**src/design/led_indicator_pkg.sv**
```systemverilog
// Shared constants and types for the controller status indicator block.
// Function
// - Health steady on when checks, init pass
// - Problem: health off, error code flash
// - Halt: health blinks, other status off
// - Boot: health, run, output blink together, other status off
// - Run indicator follows run mode
// - Output indicator follows output scan enable
// - Force indicator on while override active
// - Battery off, blink low, on failed
// - Low blink needs revision and smart battery
// - Fault indicator on after fatal fault
// - Serial activity indicators blink on traffic
// - Eight status plus two activity outputs
package led_indicator_pkg;

    localparam int unsigned CLK_HZ            = 250_000_000;
    localparam int unsigned BLINK_UNIT_US     = 1000;
    localparam int unsigned BLINK_UNIT_CYCLES = (CLK_HZ / 1_000_000) * BLINK_UNIT_US;

    localparam int          HALF_W_DEFAULT    = 8;
    localparam int          ERR_CODE_W        = 4;
    localparam int          ERR_STEP_W        = 6;
    localparam logic [5:0]  ERR_GAP_HALVES    = 6'h06;
    localparam int          SERIAL_PORTS      = 2;
    localparam int          STATUS_LEDS       = 8;

    typedef enum logic [3:0] {
        MODE_NORMAL  = 4'h1,
        MODE_PROBLEM = 4'h2,
        MODE_HALT    = 4'h4,
        MODE_BOOT    = 4'h8
    } mode_e;

    // Length of one error code frame in blink half periods.
    function automatic logic [ERR_STEP_W-1:0] err_frame_len(input logic [ERR_CODE_W-1:0] code);
        err_frame_len = {1'b0, code, 1'b0} + ERR_GAP_HALVES;
    endfunction : err_frame_len

endpackage : led_indicator_pkg

```
**src/design/blink_if.sv**
```systemverilog
// Carrier for the shared blink phase and its half period tick.
`timescale 1ns/1ns
`default_nettype none
interface blink_if;
    logic phase;
    logic half_tick;
    modport source (output phase, output half_tick);
    modport sink   (input phase, input half_tick);
endinterface : blink_if
`default_nettype wire

```
**src/design/blink_divider.sv**
```systemverilog
// Programmable blink divider shared by every blinking indicator.
`timescale 1ns/1ns
`default_nettype none
module blink_divider
    import led_indicator_pkg::*;
#(
    parameter int unsigned UNIT_CYCLES = BLINK_UNIT_CYCLES,
    parameter int          HALF_W      = HALF_W_DEFAULT
)(
    input  wire logic              clk,
    input  wire logic              rst_n,
    input  wire logic [HALF_W-1:0] half_units,
    blink_if.source                blink
);

    localparam int PRE_W = (UNIT_CYCLES > 1) ? $clog2(UNIT_CYCLES) : 1;
    localparam logic [PRE_W-1:0] PRE_LAST = PRE_W'(UNIT_CYCLES - 1);

    if (UNIT_CYCLES < 2 || HALF_W < 1)
    begin : g_bad_size
        $error("blink_divider: UNIT_CYCLES must be at least 2 and HALF_W at least 1");
    end

    logic [PRE_W-1:0]  pre_reg;
    logic [HALF_W-1:0] half_reg;
    logic              unit_tick;
    logic [HALF_W-1:0] half_last;

    assign unit_tick = (pre_reg == PRE_LAST);
    // A zero setting would stall the blink; it is served as one unit.
    assign half_last = (half_units == '0) ? '0 : half_units - HALF_W'(1);

    always_ff @(posedge clk)
    begin
        if (!rst_n || unit_tick)
            pre_reg <= '0;
        else
            pre_reg <= pre_reg + PRE_W'(1);
    end

    always_ff @(posedge clk)
    begin
        if (!rst_n)
        begin
            half_reg        <= '0;
            blink.phase     <= 1'b0;
            blink.half_tick <= 1'b0;
        end
        else
        begin
            blink.half_tick <= 1'b0;
            if (unit_tick)
            begin
                if (half_reg >= half_last)
                begin
                    half_reg        <= '0;
                    blink.phase     <= ~blink.phase;
                    blink.half_tick <= 1'b1;
                end
                else
                    half_reg <= half_reg + HALF_W'(1);
            end
        end
    end

endmodule : blink_divider
`default_nettype wire

```
**src/design/status_led_indicator.sv**
```systemverilog
// Front panel status and serial activity indicator driver.
`timescale 1ns/1ns
`default_nettype none
module status_led_indicator
    import led_indicator_pkg::*;
#(
    parameter int unsigned UNIT_CYCLES = BLINK_UNIT_CYCLES,
    parameter int          HALF_W      = HALF_W_DEFAULT
)(
    input  wire logic                  clk,
    input  wire logic                  rst_n,
    // Blink half period in units of the divider prescale.
    input  wire logic [HALF_W-1:0]     blink_half_units,
    // Controller state, all on this clock.
    input  wire logic                  diag_passed,
    input  wire logic                  init_done,
    input  wire logic                  cpu_problem,
    input  wire logic [ERR_CODE_W-1:0] error_code,
    input  wire logic                  halted,
    input  wire logic                  boot_mode,
    input  wire logic                  run_mode,
    input  wire logic                  output_scan_enabled,
    input  wire logic                  override_active,
    input  wire logic                  battery_low,
    input  wire logic                  battery_failed,
    input  wire logic                  smart_battery,
    input  wire logic                  hw_rev_low_detect,
    input  wire logic                  fatal_fault,
    input  wire logic                  serial_port_a_activity,
    input  wire logic                  serial_port_b_activity,
    // Status indicators, high lights the lamp.
    output logic                       led_health,
    output logic                       led_run,
    output logic                       led_output_scan_indicator,
    output logic                       led_force,
    output logic                       led_battery,
    output logic                       led_fatal_fault_label,
    output logic                       led_spare_a,
    output logic                       led_spare_b,
    // Serial activity indicators.
    output logic                       led_serial_port_a,
    output logic                       led_serial_port_b
);

    // Sizes that the blink and error code counters cannot serve are refused here.
    if (HALF_W < 1)
    begin : g_bad_half_width
        $error("status_led_indicator: HALF_W must be at least 1");
    end
    if (UNIT_CYCLES < 2)
    begin : g_bad_unit_cycles
        $error("status_led_indicator: UNIT_CYCLES must be at least 2");
    end
    if (ERR_STEP_W < ERR_CODE_W + 2)
    begin : g_bad_step_width
        $error("status_led_indicator: ERR_STEP_W cannot hold an error code frame");
    end

    blink_if blink ();

    blink_divider #(
        .UNIT_CYCLES (UNIT_CYCLES),
        .HALF_W      (HALF_W)
    ) u_blink_divider (
        .clk        (clk),
        .rst_n      (rst_n),
        .half_units (blink_half_units),
        .blink      (blink.source)
    );

    mode_e                 mode_reg;
    mode_e                 mode_next;
    logic [ERR_STEP_W-1:0] err_step_reg;
    logic                  err_lamp;
    logic                  health_ok;
    logic                  low_blink_allowed;
    logic [SERIAL_PORTS-1:0] act_pulse;
    logic [SERIAL_PORTS-1:0] act_hold_reg;
    logic [ERR_CODE_W-1:0]   err_code_reg;
    logic                    hold_clear;

    logic health_next;
    logic run_next;
    logic scan_next;
    logic force_next;
    logic battery_next;
    logic fault_next;

    assign act_pulse = {serial_port_b_activity, serial_port_a_activity};

    // An on half has just ended, so an idle port's hold may drop now.
    assign hold_clear = blink.half_tick && !blink.phase;

    // A blinking lamp is lit only in the on half of the shared phase.
    function automatic logic blink_lamp(input logic enable, input logic phase);
        blink_lamp = enable && phase;
    endfunction : blink_lamp

    assign health_ok = diag_passed && init_done && !cpu_problem;

    assign low_blink_allowed = hw_rev_low_detect && smart_battery;

    always_comb
    begin
        if (boot_mode)
            mode_next = MODE_BOOT;
        else if (halted)
            mode_next = MODE_HALT;
        else if (cpu_problem)
            mode_next = MODE_PROBLEM;
        else
            mode_next = MODE_NORMAL;
    end

    always_ff @(posedge clk)
    begin
        if (!rst_n)
            mode_reg <= MODE_NORMAL;
        else
            mode_reg <= mode_next;
    end

    // A new code restarts the frame, so no flash of the old code is miscounted.
    always_ff @(posedge clk)
    begin
        if (!rst_n)
            err_code_reg <= '0;
        else
            err_code_reg <= error_code;
    end

    always_ff @(posedge clk)
    begin
        if (!rst_n || mode_reg != MODE_PROBLEM || error_code == '0 || error_code != err_code_reg)
            err_step_reg <= '0;
        else if (blink.half_tick)
        begin
            if (err_step_reg >= err_frame_len(error_code) - ERR_STEP_W'(1))
                err_step_reg <= '0;
            else
                err_step_reg <= err_step_reg + ERR_STEP_W'(1);
        end
    end

    // Odd steps are dark so each flash of the code stands apart.
    assign err_lamp = (err_step_reg < {1'b0, error_code, 1'b0}) && !err_step_reg[0];

    always_ff @(posedge clk)
    begin
        if (!rst_n)
            act_hold_reg <= '0;
        else
        begin
            for (int i = 0; i < SERIAL_PORTS; i++)
            begin
                // A pulse in the clearing cycle wins, so no traffic is missed.
                if (act_pulse[i])
                    act_hold_reg[i] <= 1'b1;
                else if (hold_clear)
                    act_hold_reg[i] <= 1'b0;
            end
        end
    end

    always_comb
    begin
        health_next  = 1'b0;
        run_next     = 1'b0;
        scan_next    = 1'b0;
        force_next   = 1'b0;
        battery_next = 1'b0;
        fault_next   = 1'b0;
        unique case (mode_reg)
            MODE_BOOT:
            begin
                health_next = blink.phase;
                run_next    = blink.phase;
                scan_next   = blink.phase;
            end
            MODE_HALT:
            begin
                health_next = blink.phase;
            end
            MODE_PROBLEM, MODE_NORMAL:
            begin
                health_next = (mode_reg == MODE_NORMAL) && health_ok;
                if (mode_reg == MODE_PROBLEM && error_code != '0)
                begin
                    run_next  = err_lamp;
                    scan_next = err_lamp;
                end
                else
                begin
                    run_next  = run_mode;
                    scan_next = output_scan_enabled;
                end
                force_next = override_active;
                if (battery_failed)
                    battery_next = 1'b1;
                else
                    battery_next = blink_lamp(battery_low && low_blink_allowed, blink.phase);
                fault_next = fatal_fault;
            end
        endcase
    end

    // Each lamp has its own register, so a change to one lamp's logic leaves the others alone.
    // health lamp register
    always_ff @(posedge clk)
    begin
        if (!rst_n)
            led_health <= 1'b0;
        else
            led_health <= health_next;
    end

    always_ff @(posedge clk)
    begin
        if (!rst_n)
            led_run <= 1'b0;
        else
            led_run <= run_next;
    end

    always_ff @(posedge clk)
    begin
        if (!rst_n)
            led_output_scan_indicator <= 1'b0;
        else
            led_output_scan_indicator <= scan_next;
    end

    always_ff @(posedge clk)
    begin
        if (!rst_n)
            led_force <= 1'b0;
        else
            led_force <= force_next;
    end

    always_ff @(posedge clk)
    begin
        if (!rst_n)
            led_battery <= 1'b0;
        else
            led_battery <= battery_next;
    end

    always_ff @(posedge clk)
    begin
        if (!rst_n)
            led_fatal_fault_label <= 1'b0;
        else
            led_fatal_fault_label <= fault_next;
    end

    always_ff @(posedge clk)
    begin
        // The two remaining status lamps have no assigned meaning yet.
        led_spare_a <= 1'b0;
        led_spare_b <= 1'b0;
    end

    always_ff @(posedge clk)
    begin
        if (!rst_n)
            led_serial_port_a <= 1'b0;
        else
            led_serial_port_a <= blink_lamp(act_hold_reg[0], blink.phase);
    end

    always_ff @(posedge clk)
    begin
        if (!rst_n)
            led_serial_port_b <= 1'b0;
        else
            led_serial_port_b <= blink_lamp(act_hold_reg[1], blink.phase);
    end

endmodule : status_led_indicator
`default_nettype wire

```
**config.mk**
```make
export PLATFORM = sky130hd
export DESIGN_NAME = status_led_indicator
export DESIGN_NICKNAME = d
export VERILOG_FILES = /design/src/design/led_indicator_pkg.sv /design/src/design/blink_if.sv /design/src/design/blink_divider.sv /design/src/design/status_led_indicator.sv
export SDC_FILE = /design/constraint.sdc
export NUM_CORES = 1
export LEC_CHECK = 0
export BUFFER_PORTS_ARGS = -buffer_cell sky130_fd_sc_hd__buf_4
export CORE_MARGIN = 10
export CORE_UTILIZATION = 55
export DETAILED_ROUTE_END_ITERATION = 8
export PLACE_DENSITY = 0.85
export SYNTH_ARGS = -nofsm -noshare
export SYNTH_HDL_FRONTEND = slang
export SYNTH_SLANG_ARGS = --single-unit
```
**constraint.sdc**
```tcl
create_clock -name clk -period 5.1 [get_ports clk]
set_clock_uncertainty 0.05 [all_clocks]
set_input_delay 0.51 -clock clk [delete_from_list [all_inputs] [get_ports clk]]
set_output_delay 0.51 -clock clk [all_outputs]
set_load 0.05 [all_outputs]
```
==> results of run 1 <==
-- Yosys cell counts (all sizes together) (5+ instances only) --
cell,n
nor4,5
nand2,26
and3,8
ha,22
dfxtp,52
clkbuf,7
xor2,15
nand3,12
a21oi,9
nor2,29
and4,5
nand4,9
xnor2,15
inv,13
and2,13
nor2b,8
nor3,8
-- layer usage --
| layer | global-route usage (%) | part of all wire, % | vias up |
|---|---|---|---|
| met1 | 16.9 | 47 | 1066 |
| li1 | - | - | 1178 |
| met5 | 0 | 0 | - |
| met3 | 3.95 | 5.3 | 6 |
| met4 | 5.61 | 1.2 | 0 |
| met2 | 23.7 | 46 | 47 |
-- metrics by stage --
| stage | power [mW] | instances |
|---|---|---|
| after detailed placement | 0.561 | 408 |
| after floorplan | 0.518 | 315 |
| final | 0.790 | 416 |
| after global routing | 0.835 | 416 |
| after global placement | 0.555 | 408 |
| after CTS | 0.801 | 416 |
-- final timing paths --
check                                              endpoint  slack (ns)  cells after the start
worst min register to register   u_blink_divider.pre_reg[0]        0.43                      1
worst max register to register  u_blink_divider.half_reg[4]        2.35                      5
worst min-delay path                            mode_reg[1]        0.34                      2
worst max-delay path            u_blink_divider.half_reg[4]        1.48                     10
-- critical path, stage by stage --
cell      delay [ns]
buf_4           0.12
nor3_1          0.40
nand3_1         0.18
nor3_1          0.21
mux2i_1         0.21
ha_1            0.25
and3_1          0.20
a221oi_1        0.85
nand3_1         0.41
o41ai_1         0.43
-- kinds of logic after synthesis --
logic type,Yosys count
mux,4
flops,52
xor+xnor,30
compound gates,40
buf+inv,23
other cells,1
fa+ha+maj,22
simple gates,142
-- final cells by class --
cell class,instances,area (um^2)
Inverter,13,48.8
Fill cell,423,1620
Multi-Input combinational cell,240,1660
Clock buffer,8,90.1
Timing Repair Buffer,36,270
Tap cell,67,83.8
Sequential cell,52,1040
-- power groups by stage --
stage               sequential [mW]  combinational, mW  clock (mW)
floorplan                     0.450             0.0680           0
global placement              0.447              0.108           0
detailed placement            0.448              0.113           0
CTS                           0.438              0.114       0.249
global route                  0.441              0.126       0.268
finish                        0.438              0.113       0.239
==> metrics.md, run 1 <==
| Metric | Value |
|---|---|
| Mapped Area | 2790 um^2 |
| Fin Setup TNS | 0 ns |
| Post-cts hold buffer count | 0 |
| Clock Power Share | 30.2% |
| Post-Synth Adder-Cell Area | 9.86% |
| Final setup fails | 0 |
| DR vias | 2297 |
| H-tree levels | 2 |
| Async SR Flop Fraction | 0% |
| Initial cell density of the core | 57.9% |
| Status | complete, no violations |
| CP Launch Type | input pin |
| ANT nets after route | 0 |
| Finished Core Util | 66.3% |
| HP Class | in2reg |
| Synthesized area per cell | 8.89 um^2 |
| Maximum clock frequency | 276 MHz |
| Synth Area in XOR/XNOR | 9.41% |
| Area Overhead vs Synth | 14.4% |
| Cells after Synth | 314 |
| Clk slew on worst S/H paths | 0.08 ns |
| Crit path time final | 3.62 ns |
| Row count | 25 |
| Most common cell after layout, fill and taps aside | dfxtp_1 |
| Fraction of layout cells with a size suffix above 1 | 14.9% |
| Share of the synthesized area in the top cell type | 37.3% |
| Hpwl dp | 4480 um |
| Top FF cell, synth | dfxtp_1 |
| Seq/Total Area, Yosys | 37.3% |
| Clock sink total | 52 |
| CP arrival | 3.77 ns |
| Final worst path period share | 71.0% |
| Die outline width | 91.2 um |
| Hold slack final | 0.343 ns |
| CP required | 5.25 ns |
| Design Area, Final | 3190 um^2 |
| Num CTS Buffers | 5 |
| Slew Viols, Final | 0 |
| Largest family of logic cells by synthesized area | simple AND/OR/NAND/NOR gates |
| Clock Tree Buf Depth | 2 |
| Post CTS Setup Buffer Count | 0 |
| CTS tree | done |
| Die area | 8320 um^2 |
| First-pass DRT Iterations | 4 |
| Global placement routability congestion | 0.810 |
| Reg power frac | 55.5% |
| Initial antenna violation count | 0 |
| P_int | 586 uW |
| Combinational Power Share | 14.3% |
| Most frequent cells in the layout | dfxtp_1 (52), buf_4 (36), nor2_1 (29) |
| Slew HR | 34.6% |
| FF-to-FF Start | u_blink_divider.half_reg[5] |
| Placed Area | 3100 um^2 |
| Final hold vios | 0 |
| Yosys reg bits | 52 |
| Net Sw Power | 205 uW |
| Post-synthesis mux area share | 1.43% |
| Top cell type by total area after synthesis | dfxtp_1 |
| Clk_lat worst skew | 0.31 ns |
| Unrepaired setup endpoints after global routing | no |
| CP endpoint kind | register |
| Drt drc | 0 |
| Core Region | 4820 um^2 |
| Post_cts resized | 0 |
| Final Worst Setup Slack | 1.48 ns |
| WL final | 5880 um |
| Max Cap Violations | 0 |
| DR vias/cell | 5.52 |
| Grt ovf | 0 |
| Nets | 399 |
| First-pass GRT wire length | 10100 um |
| Peak supply drop | 0.145 mV |
| Clock Tree Root | clkbuf_8 |
| Antenna Cells | 0 |
| Initial DRC Count | 128 |
| Compound-Gate Fraction of Synth Area | 10.1% |
| Crit-path max FO | 9 |
| Ports | 39 |
| I/O Buffers | 36 |
| YS warnings | 0 |
| Largest net degree at the start of global routing | 32 |
| Synth unique cells | 51 |
| Vias in the first global route | 2255 |
| Top cells by area, synth | dfxtp_1 (37%), ha_1 (9.9%), xnor2_1 (4.7%) |
| Worst Max-Slew Pin Slew | 0.981 ns |
| Max FFs per register | 18 |
| Post-synthesis simple-gate area fraction | 28.3% |
| Worst setup path start | blink_half_units[4] |
| Power per Cell Area | 248 nW/um^2 |
| Sw Share | 25.9% |
| Leakage | 1.32 nW |
| Hold_sp | halted |
| Dpl ws | 1.22 ns |
| Setup CP Type | in2reg |
| Overall routing resource usage | 14.2% |
| Average routed wire per standard cell | 14.1 um |
| Die Ht | 91.2 um |
| EDFF count, synth | 0 |
No activity file was read; power rests on OpenSTA's default activity.
==> run 2: changes to the inputs <==
--- a/config.mk
+++ b/config.mk
@@ -7,9 +7,9 @@
 export LEC_CHECK = 0
 export BUFFER_PORTS_ARGS = -buffer_cell sky130_fd_sc_hd__buf_4
 export CORE_MARGIN = 10
-export CORE_UTILIZATION = 55
+export CORE_UTILIZATION = 52
 export DETAILED_ROUTE_END_ITERATION = 8
-export PLACE_DENSITY = 0.85
+export PLACE_DENSITY = 0.84
 export SYNTH_ARGS = -nofsm -noshare
 export SYNTH_HDL_FRONTEND = slang
 export SYNTH_SLANG_ARGS = --single-unit
==> constraint.sdc (replaced) <==
create_clock -name clk -period 3 [get_ports clk]
set_clock_uncertainty 0.05 [all_clocks]
set_input_delay 0.3 -clock clk [delete_from_list [all_inputs] [get_ports clk]]
set_output_delay 0.3 -clock clk [all_outputs]
set_load 0.05 [all_outputs]
==> metrics.md, run 2 (synthesis results as in run 1) <==
| Metric | Value |
|---|---|
| Status | complete, no violations |
| Worst R2R Path Depth | 5 |
| P_int | 971 uW |
| Met3 wire len | 306 um |
| Core Region | 5170 um^2 |
| Num CTS Buffers | 5 |
| Crit-path max FO | 7 |
| Die area | 8700 um^2 |
| Drt drc | 0 |
| Max Cap Violations | 0 |
| Clock Tree Root | clkbuf_8 |
| Hold_sp | halted |
| Power per Cell Area | 412 nW/um^2 |
| Reg-to-Reg End | u_blink_divider.half_reg[3] |
| Slew HR | 45.3% |
| Setup CP Type | in2reg |
| CTS tree | done |
| Final worst path period share | 88.8% |
| CP Launch Type | input pin |
| Area Overhead vs Synth | 15.1% |
| Net Sw Power | 353 uW |
| Global placement routability congestion | 0.814 |
| Slew Viols, Final | 0 |
| Post CTS Setup Buffer Count | 0 |
| Maximum clock frequency | 375 MHz |
| Row count | 26 |
| DR vias | 2291 |
| Unrepaired setup endpoints after global routing | no |
| Largest net degree at the start of global routing | 32 |
| CP endpoint kind | register |
| Most common cell after layout, fill and taps aside | dfxtp_1 |
| Wl on met1 | 2820 um |
| Average routed wire per standard cell | 14.2 um |
| Initial DRC Count | 143 |
| Post-cts hold buffer count | 0 |
| Max FFs per register | 18 |
| Die Ht | 93.3 um |
| Clock Power Share | 28.4% |
| Met2 WL | 2770 um |
| Worst R2R Setup Slack | 0.64 ns |
| Combinational Power Share | 15.2% |
| WL final | 5980 um |
| Ports | 39 |
| Hold endpoint | mode_reg[1] |
| Final hold vios | 0 |
| Clk_lat worst skew | 0.30 ns |
| DR vias/cell | 5.44 |
| H-tree levels | 2 |
| Clock Tree Buf Depth | 2 |
| Clock sink total | 52 |
| Hold path depth | 2 |
| ANT nets after route | 0 |
| Clk slew on worst S/H paths | 0.09 ns |
| Vias in the first global route | 2254 |
| Fin Setup TNS | 0 ns |
| Cell Count, Final, Fillers Out | 421 |
| Crit path time final | 2.66 ns |
| CP required | 3.14 ns |
| Hpwl dp | 4550 um |
| Reg power frac | 56.4% |
| Dpl cells | 414 |
| Overall routing resource usage | 13.8% |
| FF-to-FF Start | u_blink_divider.pre_reg[8] |
| Post_cts resized | 0 |
| Leakage | 1.34 nW |
| Sw Share | 26.6% |
| Peak supply drop | 0.208 mV |
| Die outline width | 93.3 um |
| Total power | 1.32 mW |
| Antenna Cells | 0 |
| I/O Buffers | 36 |
| CP arrival | 2.81 ns |
| Grt ovf | 0 |
| Fraction of layout cells with a size suffix above 1 | 16.0% |
| HP Class | in2reg |
| First-pass DRT Iterations | 4 |
| Initial antenna violation count | 0 |
| Initial cell density of the core | 54.0% |
| Final setup fails | 0 |
| Top Metal Used | met4 |
| Worst Max-Slew Pin Slew | 0.814 ns |
| Most frequent cells in the layout | dfxtp_1 (52), buf_4 (39), nor2_1 (29) |
| First-pass GRT wire length | 10100 um |
| Nets | 402 |
==> run 2: changes by cell type in the layout (fill, tap and decap cells not counted) <==
| cell | previous run | this run |
|---|---|---|
| buf_4 | 36 | 39 |
| a221oi_1 | 1 | 0 |
| a221oi_2 | 0 | 1 |
| clkbuf_1 | 2 | 1 |
| clkbuf_8 | 6 | 5 |
| clkinv_2 | 0 | 1 |
==> run 2: critical path, stage by stage <==
cell      delay (ns)
buf_4           0.12
nor3_1          0.26
nand3_1         0.16
nor3_1          0.22
mux2i_1         0.22
ha_1            0.27
and3_1          0.21
a221oi_2        0.32
nand3_1         0.29
o41ai_1         0.44
==> run 2: through the flow <==
step | util, % | setup slack, ns | cell area, um^2 | hold slack [ns]
floorplan | - | 0.171 | 2800 | 0.326
global placement | 60.6 | 0.240 | 3140 | 0.391
detailed placement | 60.6 | 0.0182 | 3140 | 0.402
CTS | 62.1 | 0.328 | 3210 | 0.112
global route | 62.1 | 0.0420 | 3210 | 0.112
finish | 62.1 | 0.335 | 3210 | 0.117
==> run 2: power by group through the flow <==
stage	clock, mW	combinational (mW)	sequential (mW)
after global placement	0	0.191	0.760
final	0.376	0.201	0.747
after floorplan	0	0.119	0.765
after CTS	0.384	0.203	0.746
after detailed placement	0	0.202	0.762
after global routing	0.407	0.227	0.751
==> run 2: worst max path at each step <==
| stage | start | to | slack [ns] | depth (start not counted) |
|---|---|---|---|---|
| after floorplan | blink_half_units[4] | u_blink_divider.half_reg[3] | 0.17 | 9 |
| after global placement | blink_half_units[4] | u_blink_divider.half_reg[5] | 0.24 | 10 |
| after detailed placement | blink_half_units[4] | u_blink_divider.half_reg[3] | 0.02 | 10 |
| after CTS | blink_half_units[4] | u_blink_divider.half_reg[3] | 0.33 | 10 |
| after global routing | blink_half_units[4] | u_blink_divider.half_reg[3] | 0.04 | 10 |
| final | blink_half_units[4] | u_blink_divider.half_reg[3] | 0.34 | 10 |
==> run 2: cell type report <==
class / count / area [um^2]
sequential: 52 / 1040
fill: 451 / 1960
clock buffer: 6 / 72.6
clock inverter: 1 / 5.00
tap: 70 / 87.6
timing repair buffer: 39 / 293
multi-input combinational: 240 / 1670
inverter: 13 / 48.8
==> run 2: metal layers <==
metal / vias up / track usage [%]
met5: - / 0
met4: 0 / 5.91
met3: 5 / 3.36
met2: 54 / 23.0
met1: 1049 / 16.4
li1: 1183 / -
==> run 3: changes to the inputs <==
--- a/config.mk
+++ b/config.mk
@@ -5,11 +5,13 @@
 export SDC_FILE = /design/constraint.sdc
 export NUM_CORES = 1
 export LEC_CHECK = 0
+export ABC_AREA = 1
 export BUFFER_PORTS_ARGS = -buffer_cell sky130_fd_sc_hd__buf_4
 export CORE_MARGIN = 10
 export CORE_UTILIZATION = 52
 export DETAILED_ROUTE_END_ITERATION = 8
 export PLACE_DENSITY = 0.84
+export SLEW_MARGIN = 0
 export SYNTH_ARGS = -nofsm -noshare
 export SYNTH_HDL_FRONTEND = slang
 export SYNTH_SLANG_ARGS = --single-unit
==> metrics.md, run 3 <==
| Metric | Value |
|---|---|
| Top FF cell, synth | dfxtp_1 |
| Worst Max-Slew Pin Slew | 0.526 ns |
| Mapped Area | 2960 um^2 |
| Final hold vios | 0 |
| CTS tree | done |
| Cell family with most CP delay | simple AND/OR/NAND/NOR gates |
| Net Sw Power | 316 uW |
| Crit path time final | 2.15 ns |
| Max FFs per register | 18 |
| Num CTS Buffers | 5 |
| CP endpoint kind | register |
| Seq/Total Area, Yosys | 35.1% |
| Leakage | 1.52 nW |
| Die outline width | 95.5 um |
| Synth unique cells | 38 |
| Most frequent cells in the layout | nand2_1 (90), nor2_1 (61), inv_1 (58) |
| CP required | 3.19 ns |
| CP max stage delay | 0.30 ns |
| HP Class | in2reg |
| Clock sink total | 52 |
| FF-to-FF Start | u_blink_divider.pre_reg[0] |
| CP max-delay cell | nor3_1 |
| CP Launch Type | input pin |
| Initial DRC Count | 106 |
| Nets | 506 |
| Ports | 39 |
| Global placement routability congestion | 0.839 |
| P_int | 1.01 mW |
| First-pass GRT wire length | 10900 um |
| Post_cts resized | 0 |
| Largest net degree at the start of global routing | 19 |
| Initial antenna violation count | 0 |
| Slew HR | 64.7% |
| Hold path depth | 2 |
| Clock Power Share | 35.9% |
| Max Cap Violations | 0 |
| Area Overhead vs Synth | 14.9% |
| Hold_sp | boot_mode |
| EDFF count, synth | 0 |
| Clk slew on worst S/H paths | 0.09 ns |
| Setup CP Type | in2reg |
| Sw Share | 23.8% |
| Overall routing resource usage | 14.2% |
| Power per Cell Area | 390 nW/um^2 |
| Status | complete, no violations |
| Most common cell in the synthesized netlist | nand2_1 |
| Row count | 27 |
| Vias in the first global route | 2677 |
| Clk_lat worst skew | 0.30 ns |
| Most common cell after layout, fill and taps aside | nand2_1 |
| Peak supply drop | 0.336 mV |
| Worst R2R Path Depth | 8 |
| Worst setup path start | blink_half_units[0] |
| ANT nets after route | 0 |
| Fraction of layout cells with a size suffix above 1 | 15.6% |
| First-pass DRT Iterations | 4 |
| Top cell type by total area after synthesis | dfxtp_1 |
| Antenna Cells | 0 |
| YS warnings | 0 |
| Hpwl dp | 4970 um |
| Fin Setup TNS | 0 ns |
| Slew Viols, Final | 0 |
| Die area | 9110 um^2 |
| Dpl ws | 0.568 ns |
| Final setup fails | 0 |
| CP Buf/Inv Count | 4 |
| Critical-path cell list | buf_4 > inv_1 > ha_1 > nand3_1 > nor3_1 > inv_1 > nand3_1 > ha_1 > nand2_1 > inv_1 > nor2_1 > o21a_1 > nand2_1 > nand2_2 > nand2_4 > nor2_1 |
| Initial cell density of the core | 53.8% |
| Top cells by area, synth | dfxtp_1 (35%), nand2_1 (11%), ha_1 (9.3%) |
| CP arrival | 2.34 ns |
| Clock Tree Buf Depth | 2 |
| H-tree levels | 2 |
| DR vias | 2685 |
| Die Ht | 95.5 um |
| Unrepaired setup endpoints after global routing | no |
| Clock Tree Root | clkbuf_8 |
| Post-cts hold buffer count | 0 |
| DR vias/cell | 5.09 |
| Average routed wire per standard cell | 11.7 um |
| Final Worst Setup Slack | 0.852 ns |
| Core Region | 5510 um^2 |
| Drt drc | 0 |
| Cells after Synth | 416 |
| Async SR Flop Fraction | 0% |
| WL final | 6170 um |
| I/O Buffers | 36 |
| Maximum clock frequency | 466 MHz |
| Synthesized area per cell | 7.12 um^2 |
| Final worst path period share | 71.6% |
| Post CTS Setup Buffer Count | 0 |
| Yosys reg bits | 52 |
| Combinational Power Share | 10.6% |
| Crit. path cell count | 16 |
| Grt ovf | 0 |
| Share of the synthesized area in the top cell type | 35.1% |
| Most frequent cells after synthesis | nand2_1 (90), nor2_1 (61), inv_1 (58), dfxtp_1 (52), nand3_1 (27) |
| Worst path most repeated cell | inv_1 |
| Reg power frac | 53.5% |
| Crit-path max FO | 7 |
## run 3: final timing paths
check / to / slack, ns
min reg2reg: led_serial_port_b / 0.38
max: u_blink_divider.half_reg[4] / 0.85
max reg2reg: u_blink_divider.half_reg[4] / 1.37
min: mode_reg[2] / 0.13
## run 3: cell type report
type	instances	area [um^2]
fill	496	2100
multi-input combinational	298	1660
sequential	52	1040
timing repair buffer	36	270
inverter	62	233
tap	72	90.1
clock buffer	5	68.8
clock inverter	3	42.5
## run 3: worst register-to-register path: cells and delay by family, from the launching register on
family	cells	cell delay, ns
flip-flops	1	0.36
AND/OR/NAND/NOR	7	0.92
adder cells (fa/ha/maj)	1	0.23
## run 3: logic make-up after synthesis
| group | count (synthesis) | synth area share, % |
|---|---|---|
| muxes | 2 | 0.676 |
| AOI/OAI and AO/OA | 31 | 5.83 |
| and+or+nand+nor | 225 | 35.2 |
| buffers and inverters | 67 | 9.04 |
| adders and majority gates | 22 | 9.29 |
| other | 1 | 0.127 |
| xor gates and xnor gates | 16 | 4.73 |
| DFF | 52 | 35.2 |
## run 3: through the flow
step	hold slack, ns	instances	power [mW]	util (%)	instance area, um^2
2_1_floorplan	0.328	417	0.812	-	2970
3_3_place_gp	0.366	520	0.860	59.8	3290
3_5_place_dp	0.368	520	0.866	59.8	3290
4_1_cts	0.115	528	1.34	61.8	3400
5_1_grt	0.135	528	1.38	61.8	3400
6_report	0.127	528	1.33	61.8	3400
## run 3: power groups by stage
stage	combinational [mW]	sequential [mW]	clock, mW
after floorplan	0.0761	0.736	0
after global placement	0.134	0.726	0
after detailed placement	0.140	0.726	0
after CTS	0.141	0.710	0.489
after global routing	0.157	0.712	0.509
final	0.140	0.710	0.476
## run 3: metal layers
layer	global-route usage [%]	part of all wire (%)	vias to the layer above
li1	-	-	1394
met1	15.1	43	1241
met2	26.5	49	42
met3	4.01	6.6	8
met4	4.42	0.97	0
met5	0	0	-
